[src/rtl/phu_defs.svh]
// hint encodings, attribute codes and field layout for the prefetch hint unit
// assumes inclusion by bare name from rtl files
`ifndef PHU_DEFS_SVH
`define PHU_DEFS_SVH
`define PHU_ADDR_W        32
`define PHU_OFFS_W        16
`define PHU_OFFS_SIGN     15
`define PHU_HINT_W        5
`define PHU_ATTR_W        3
`define PHU_ATTR_UNCACHED 3'h2
`define PHU_ATTR_UNC_ACC  3'h7
`define PHU_ATTR_COHER_A  3'h4
`define PHU_ATTR_COHER_B  3'h5
`define PHU_HINT_LOAD     5'h00
`define PHU_HINT_STORE    5'h01
`define PHU_HINT_LD_STRM  5'h04
`define PHU_HINT_ST_STRM  5'h05
`define PHU_HINT_LD_RETN  5'h06
`define PHU_HINT_ST_RETN  5'h07
`define PHU_HINT_WB_INV   5'h19
`define PHU_HINT_ZERO     5'h1E
`define PHU_OP_W          3
`define PHU_OP_NONE       3'h0
`define PHU_OP_FETCH      3'h1
`define PHU_OP_WB_INV     3'h2
`define PHU_OP_ZERO       3'h3
`define PHU_PLACE_W       2
`define PHU_PLACE_NORMAL  2'h0
`define PHU_PLACE_STREAM  2'h1
`define PHU_PLACE_RETAIN  2'h2
`endif

[src/rtl/phu_pkg.sv]
// types shared by the prefetch hint unit files
// assumes phu_defs.svh is compiled alongside
`include "phu_defs.svh"
package phu_pkg;
  typedef enum logic [2:0] {
    PHU_IDLE = 3'h1,
    PHU_REQ  = 3'h2,
    PHU_WAIT = 3'h4
  } phu_state_t;
endpackage

[src/rtl/phu_addr_gen.sv]
// effective address adder of the prefetch hint unit
// assumes base and offset are stable while valid is high, same clock
`timescale 1ns/1ps
`include "phu_defs.svh"
module phu_addr_gen (
  input  wire logic                     clk,
  input  wire logic                     rst_b,
  input  wire logic                     load,
  input  wire logic [`PHU_ADDR_W-1:0]   base,
  input  wire logic [`PHU_OFFS_W-1:0]   offset,
  output logic      [`PHU_ADDR_W-1:0]   eff_addr
);
  typedef struct packed {
    logic [`PHU_ADDR_W-1:0] addr;
  } phu_ag_t;
  phu_ag_t st;
  phu_ag_t next_st;
  logic [`PHU_ADDR_W-1:0] ext;
  always_comb begin
    ext = {{(`PHU_ADDR_W-`PHU_OFFS_W){offset[`PHU_OFFS_SIGN]}}, offset};
    next_st = st;
    if (load) begin
      next_st.addr = base + ext;
    end
  end
  always_ff @(posedge clk or negedge rst_b) begin
    if (!rst_b) begin
      st <= '0;
    end else begin
      st <= next_st;
    end
  end
  assign eff_addr = st.addr;
endmodule

[src/rtl/phu_hint_dec.sv]
// hint field decoder: turns 5-bit hint into cache operation and placement
// purely combinational, read by the core unit on the same clock
`timescale 1ns/1ps
`include "phu_defs.svh"
module phu_hint_dec (
  input  wire logic [`PHU_HINT_W-1:0]  hint,
  output logic      [`PHU_OP_W-1:0]    op,
  output logic                         is_store,
  output logic      [`PHU_PLACE_W-1:0] place
);
  always_comb begin
    op       = `PHU_OP_NONE;
    is_store = 1'b0;
    place    = `PHU_PLACE_NORMAL;
    case (hint)
      `PHU_HINT_LOAD: begin
        op = `PHU_OP_FETCH;
      end
      `PHU_HINT_STORE: begin
        op       = `PHU_OP_FETCH;
        is_store = 1'b1;
      end
      `PHU_HINT_LD_STRM: begin
        op    = `PHU_OP_FETCH;
        place = `PHU_PLACE_STREAM;
      end
      `PHU_HINT_ST_STRM: begin
        op       = `PHU_OP_FETCH;
        is_store = 1'b1;
        place    = `PHU_PLACE_STREAM;
      end
      `PHU_HINT_LD_RETN: begin
        op    = `PHU_OP_FETCH;
        place = `PHU_PLACE_RETAIN;
      end
      `PHU_HINT_ST_RETN: begin
        op       = `PHU_OP_FETCH;
        is_store = 1'b1;
        place    = `PHU_PLACE_RETAIN;
      end
      `PHU_HINT_WB_INV: begin
        op = `PHU_OP_WB_INV;
      end
      `PHU_HINT_ZERO: begin
        op       = `PHU_OP_ZERO;
        is_store = 1'b1;
      end
      // reserved and free codes stay no-op: no private meaning given
      default: begin
        op = `PHU_OP_NONE;
      end
    endcase
  end
endmodule

[src/rtl/phu_core.sv]
// Notes on behaviour
// - address is base plus sign-extended offset
// - no visible change except zero fill
// - faulting address raises nothing, moves nothing
// - faulting prefetch may still write back
// - side-effect errors reported only if enabled
// - uncached type issues no cache operation
// - operation carries address attribute like load
// - cached fetch requests block holding address
// - coherent attribute marks coherent transaction
// - completes under barrier ordering, waits acknowledge
// - hint 0 load, 1 store fetch
// - hints 4,5 streamed placement
// - hints 6,7 retained placement
// - reserved hints given no meaning
// - free hints left as no-op
// - hint 25 write back dirty then invalidate
// - hint 25 skips locked lines
// - hint 30 zero fills on miss only
// - no hint touches a locked line
//
// prefetch hint unit: top level, issues at most one cache request per prefetch
// assumes translation result arrives with the instruction, same clock
`timescale 1ns/1ps
`include "phu_defs.svh"
module phu_core (
  input  wire logic                     clk,
  input  wire logic                     rst_b,
  input  wire logic                     pf_valid,
  input  wire logic [`PHU_ADDR_W-1:0]   pf_base,
  input  wire logic [`PHU_OFFS_W-1:0]   pf_offset,
  input  wire logic [`PHU_HINT_W-1:0]   pf_hint,
  input  wire logic                     xlate_fault,
  input  wire logic [`PHU_ATTR_W-1:0]   cache_coherency_attr,
  input  wire logic                     err_report_en,
  input  wire logic                     cache_ready,
  input  wire logic                     cache_done,
  input  wire logic                     cache_err,
  output logic                          pf_busy,
  output logic                          pf_done,
  output logic                          pf_err,
  output logic                          cache_req,
  output logic      [`PHU_OP_W-1:0]     cache_op,
  output logic      [`PHU_ADDR_W-1:0]   cache_addr,
  output logic                          cache_store,
  output logic      [`PHU_PLACE_W-1:0]  cache_place,
  output logic                          cache_coherent,
  output logic      [`PHU_ATTR_W-1:0]   cache_attr,
  output logic                          cache_skip_locked,
  output logic                          cache_wb_only
);
  // ==========================================================
  // state
  typedef struct packed {
    phu_pkg::phu_state_t      fsm;
    logic                     busy;
    logic                     done;
    logic                     err;
    logic                     req;
    logic [`PHU_OP_W-1:0]     op;
    logic                     store;
    logic [`PHU_PLACE_W-1:0]  place;
    logic                     coherent;
    logic [`PHU_ATTR_W-1:0]   attr;
    logic                     wb_only;
    logic                     pend;
    logic                     skip_lock;
  } phu_core_t;

  phu_core_t                st;
  phu_core_t                next_st;
  logic [`PHU_ADDR_W-1:0]   eff_addr;
  logic [`PHU_OP_W-1:0]     dec_op;
  logic                     dec_store;
  logic [`PHU_PLACE_W-1:0]  dec_place;
  logic                     accept;
  logic                     uncached;
  logic                     coherent;

  // ==========================================================
  // address and hint decode
  phu_addr_gen u_addr (
    .clk      (clk),
    .rst_b    (rst_b),
    .load     (accept),
    .base     (pf_base),
    .offset   (pf_offset),
    .eff_addr (eff_addr)
  );

  phu_hint_dec u_dec (
    .hint     (pf_hint),
    .op       (dec_op),
    .is_store (dec_store),
    .place    (dec_place)
  );

  // ==========================================================
  // next state
  always_comb begin
    accept   = pf_valid && (st.fsm == phu_pkg::PHU_IDLE);
    uncached = (cache_coherency_attr == `PHU_ATTR_UNCACHED) ||
               (cache_coherency_attr == `PHU_ATTR_UNC_ACC);
    coherent = (cache_coherency_attr == `PHU_ATTR_COHER_A) ||
               (cache_coherency_attr == `PHU_ATTR_COHER_B);
    next_st      = st;
    next_st.done = 1'b0;
    next_st.err  = 1'b0;
    // locked lines are left alone by every operation
    next_st.skip_lock = 1'b1;
    case (st.fsm)
      phu_pkg::PHU_IDLE: begin
        if (accept) begin
          next_st.op       = dec_op;
          next_st.store    = dec_store;
          next_st.place    = dec_place;
          next_st.attr     = cache_coherency_attr;
          next_st.coherent = coherent;
          next_st.wb_only  = 1'b0;
          next_st.pend     = 1'b1;
          if (uncached) begin
            next_st.pend = 1'b0;
          end else if (dec_op == `PHU_OP_NONE) begin
            next_st.pend = 1'b0;
          end else if (xlate_fault) begin
            // fault is swallowed; only an invisible writeback survives
            if (dec_op == `PHU_OP_WB_INV) begin
              next_st.wb_only = 1'b1;
            end else begin
              next_st.pend = 1'b0;
            end
          end
          if (next_st.pend) begin
            next_st.fsm  = phu_pkg::PHU_REQ;
            next_st.busy = 1'b1;
            next_st.req  = 1'b1;
          end else begin
            // completes at once, nothing architectural touched
            next_st.done = 1'b1;
          end
        end
      end
      phu_pkg::PHU_REQ: begin
        if (cache_ready) begin
          next_st.req = 1'b0;
          next_st.fsm = phu_pkg::PHU_WAIT;
        end
      end
      phu_pkg::PHU_WAIT: begin
        // hold busy until the hierarchy acknowledges completion
        if (cache_done) begin
          next_st.fsm  = phu_pkg::PHU_IDLE;
          next_st.busy = 1'b0;
          next_st.pend = 1'b0;
          next_st.done = 1'b1;
          next_st.err  = cache_err && err_report_en;
        end
      end
      default: begin
        next_st.fsm  = phu_pkg::PHU_IDLE;
        next_st.busy = 1'b0;
        next_st.req  = 1'b0;
      end
    endcase
  end

  // ==========================================================
  // registers
  always_ff @(posedge clk or negedge rst_b) begin
    if (!rst_b) begin
      st          <= '0;
      st.fsm      <= phu_pkg::PHU_IDLE;
      st.skip_lock <= 1'b1;
    end else begin
      st <= next_st;
    end
  end

  // ==========================================================
  // outputs
  assign pf_busy           = st.busy;
  assign pf_done           = st.done;
  assign pf_err            = st.err;
  assign cache_req         = st.req;
  assign cache_op          = st.op;
  assign cache_addr        = eff_addr;
  assign cache_store       = st.store;
  assign cache_place       = st.place;
  assign cache_coherent    = st.coherent;
  assign cache_attr        = st.attr;
  assign cache_skip_locked = st.skip_lock;
  assign cache_wb_only     = st.wb_only;
endmodule

[config.mk]
export PLATFORM = sky130hd
export DESIGN_NAME = phu_core
export DESIGN_NICKNAME = d
export VERILOG_FILES = /design/src/rtl/phu_pkg.sv /design/src/rtl/phu_addr_gen.sv /design/src/rtl/phu_hint_dec.sv /design/src/rtl/phu_core.sv
export VERILOG_INCLUDE_DIRS = /design/src /design/src/rtl
export SDC_FILE = /design/constraint.sdc
export NUM_CORES = 1
export LEC_CHECK = 0
export ABC_AREA = 1
export BUFFER_PORTS_ARGS = -buffer_cell sky130_fd_sc_hd__buf_4
export CELL_PAD_IN_SITES_DETAIL_PLACEMENT = 1
export CELL_PAD_IN_SITES_GLOBAL_PLACEMENT = 2
export CORE_ASPECT_RATIO = 1.2
export CORE_MARGIN = 2
export CORE_UTILIZATION = 28
export DETAILED_ROUTE_END_ITERATION = 7
export PLACE_DENSITY = 0.92
export SLEW_MARGIN = 40
export SYNTH_ARGS = -nofsm -noshare
export SYNTH_HDL_FRONTEND = slang
export SYNTH_SLANG_ARGS = --single-unit
[constraint.sdc]
create_clock -name clk -period 1.6 [get_ports clk]
set_input_delay 0.24 -clock clk [delete_from_list [all_inputs] [get_ports clk]]
set_output_delay 0.24 -clock clk [all_outputs]
set_load 0.03 [all_outputs]
==> impl_metrics.csv <==
group,metric,value,unit
outcome,status,"finished, violations left",
power_and_ir_drop,cell_internal_pwr,4059,uW
setup_path,critPathKind,"reg2reg",
placement,pre_cts_ws,-0.3440,ns
floorplan,die_w,118.8,um
global_route,grt_usage,17.82,%
synth,synth-main-ff-cell,"dfrtp_1",
routing,dr.first_iter.drc_count,138,
floorplan,pin_count,112,
clock_network,numCtsBuffers,5,
clock_network,cts.path.max_buffers,2,
clock_network,cts_hold_buf,0,
setup_path,startpoint_type,"flip-flop",
setup_path,endpoint_kind,"flip-flop",
power_and_ir_drop,cellPowerDensity,1187,nW/um^2
clock_network,clock-sinks,49,
sta,period_minus_slack,1.559,ns
routing,ant_nets,0,
power_and_ir_drop,p_leak,0.003600,uW
sta,slew_viol_final,0,
synth,synth_edf_count,0,
outcome,violations,"hold timing",
sta,rsz0062_at_grt,"true",
layout,area_growth,43.91,%
global_route,grt_pass1_vias,5089,
layout,multi_input_comb_area,2928,um^2
power_and_ir_drop,ir_drop,0.4695,mV
flow_run,cap_viol_max_count,0,
synth,ys_top_cells_by_count,"nand2_1, inv_1, dfrtp_1",
clock_network,cts_tree,"built",
global_route,overflow,0,
power_and_ir_drop,pwr-share-seq,28.1,%
routing,vias,4895,
power_and_ir_drop,pwr-share-comb,57.4,%
synth,yosysMostFrequentCell,"nand2_1",
layout,seqCellArea,1227,um^2
floorplan,initial_utilization,28.54,%
synth,yosys.area.top_type,"dfrtp_1",
global_route,grt_first_pass_wirelength,24420,um
sta,slew_headroom,53.35,%
synth,synth_seq_cells,49,
setup_path,worstPathRequired,1.79,ns
placement,gp_routability_congestion,0.8962,
setup_path,crit_path_max_fanout,3,
clock_network,root_buffer,"clkbuf_16",
layout,drive_gt1_share,30.05,%
routing,routed_wl,15160,um
sta,fin_worst_hold_slack,-0.01917,ns
synth,synth_cell_types,34,
sta,finalHoldViolCount,17,
sta,fin_skew,0.009850,ns
placement,port_buffers,109,
power_and_ir_drop,p_sw_share,46.36,%
synth,synth_top_cell_area_share,27.13,%
setup_path,cp_common_cell,"inv_2",
synth,netlist_instances,718,
synth,yosys_warnings,0,
clock_network,clk_pin_slew_worst_paths,0.07,ns
sta,setup_violations,0,
setup_path,arrival,1.74,ns
floorplan,die-area,16840,um^2
layout,fillers,2090,
sta,post-route-period-util,97.46,%
global_route,antenna_found_initial,0,
routing,drc,0,
routing,viasPerCell,4.491,
power_and_ir_drop,p_sw,3507,uW
synth,syn_avg_cell_area,6.167,um^2
placement,place_hpwl,12420,um
routing,routedWlPerCell,13.90,um
setup_path,max_stage_delay,0.54,ns
synth,async_flop_share,100.0,%
synth,synth.top_cells.by_area,"dfrtp_1, nand2_1, inv_1, ha_1, nand3_1",
routing,drtPass1Iterations,4,
setup_path,crit_chain,"inv_2 -> nor3_4 -> buf_4 -> inv_2 -> or2_1 -> nand2_1 -> inv_2 -> nand4_1 -> nand2_1",
sta,setup_slack,0.04071,ns
floorplan,rows,50,
sta,setup_tns,0,ns
synth,seq_area_frac_synth,27.72,%
power_and_ir_drop,clkPwrFrac,14.5,%
sta,max_freq,641.3,MHz
sta,worst_pin_slew,0.6998,ns
synth,syn_area,4428,um^2
layout,final_cell_area,6372,um^2
layout,final_nets,977,
floorplan,die_h,141.8,um
setup_path,slowest_stage,"dfstp_2",
min_path,hp-class,"in2async",
global_route,grt_max_degree,50,
layout,diodes,0,
floorplan,core_area,15510,um^2
placement,dpl-instance-area,5848,um^2
clock_network,h-tree-depth,2,
clock_network,clkLatencyLatePin,0.29,ns
synth,synth_fp_nets,814,
final cells by class:
class | instances | share of cell area [%]
repair buffers | 174 | 20.87
inverters | 128 | 7.579
flip-flops and latches | 49 | 19.26
multi-input cells | 523 | 45.95
clock buffers | 6 | 2.022
well taps | 208 | 4.084
clock inverters | 2 | 0.2356
path summary, 6_finish.rpt:
check	from	endpoint	slack (ns)	depth (start not counted)
max in group asynchronous	rst_b	u_addr.eff_addr[17]	1.14	1
min in group clk	pf_hint[1]	cache_place[0]	0.14	2
hold reg to reg	u_addr.eff_addr[27]	u_addr.eff_addr[27]	0.48	2
setup reg to reg	st[17]	cache_req	0.04	9
setup / recovery	st[17]	cache_req	0.04	9
hold / removal	rst_b	st[19]	-0.02	1
stage by stage:
| stage | utilization [%] | power, uW | instances | hold slack (ns) |
|---|---|---|---|---|
| 6_report | 41.07 | 7566 | 1090 | -0.01917 |
| 2_1_floorplan | - | 4629 | 718 | -0.05559 |
| 3_5_place_dp | 37.69 | 6353 | 1076 | 0.3395 |
| 5_1_grt | 41.07 | 8110 | 1090 | 0.03210 |
| 4_1_cts | 38.69 | 7494 | 1085 | 0.01854 |
| 3_3_place_gp | 37.69 | 6255 | 1076 | 0.3370 |
worst max-delay path, delay by kind of cell, from the launching register on:
family | cells | cell delay, ns
simple gates | 5 | 0.63
flops | 1 | 0.54
buf+inv | 4 | 0.27
registers in the layout, indices dropped and copies added, names as in the netlist:
name	flops
cache_coherent	1
u_addr.eff_addr	32
cache_wb_only	1
cache_attr	3
cache_place	2
pf_busy	1
pf_err	1
pf_done	1
cache_store	1
cache_op	2
st	3
cache_req	1
what timing repair did:
action	CTS	global route
pin swaps	0	10
resized for setup	1	68
setup buffers	1	5
setup endpoints to repair	5	36
kinds of logic (layout without fill, tap and decap cells):
| kind of cell | count (synthesis) | after routing | share of synthesized area [%] |
|---|---|---|---|
| other | 2 | 2 | 0.1696 |
| AND/OR/NAND/NOR | 422 | 422 | 39.79 |
| XOR/XNOR | 15 | 15 | 2.967 |
| buffers and inverters | 146 | 310 | 13.59 |
| adder cells (fa/ha/maj) | 32 | 32 | 9.212 |
| flip-flops | 49 | 49 | 27.72 |
| AO/OA/AOI/OAI | 52 | 52 | 6.555 |
power groups by stage:
| stage | registers [uW] | logic [uW] | clock network (uW) |
|---|---|---|---|
| after floorplan | 2980 | 1650 | 0 |
| final | 2120 | 4350 | 1100 |
| after global placement | 2140 | 4120 | 0 |
| after global routing | 2190 | 4750 | 1170 |
| after detailed placement | 2150 | 4210 | 0 |
| after CTS | 2130 | 4230 | 1140 |
layout by cell type, fill, tap and decap left out, types with 2 or more instances in the layout:
cell and n:
a21oi_2 4, ha_4 14, nor3_2 4, buf_4 171, nand3_2 9, nor2_1 30
nand4_1 8, ha_1 11, nor2_2 15, o21bai_1 2, a21oi_1 17, inv_1 123
a21o_1 2, clkinvlp_4 2, nand2_2 18, o21ai_1 9, o21ai_0 12, or2_1 2
and2_1 2, nand3_1 38, inv_2 4, ha_2 6, dfrtp_1 48, nand2_1 287
o31ai_1 2, xnor2_1 15, clkbuf_16 5, nand3b_1 2, a31oi_1 3, conb_1 2
metal layers:
metal	track usage [%]	routed length, um	up-vias
met4	4.511	284	0
met3	2.251	445	17
li1	-	-	2514
met2	33.94	7978	79
met1	20.97	6446	2285
met5	0	0	-
Note: power is estimated with default switching activity, not from simulation.
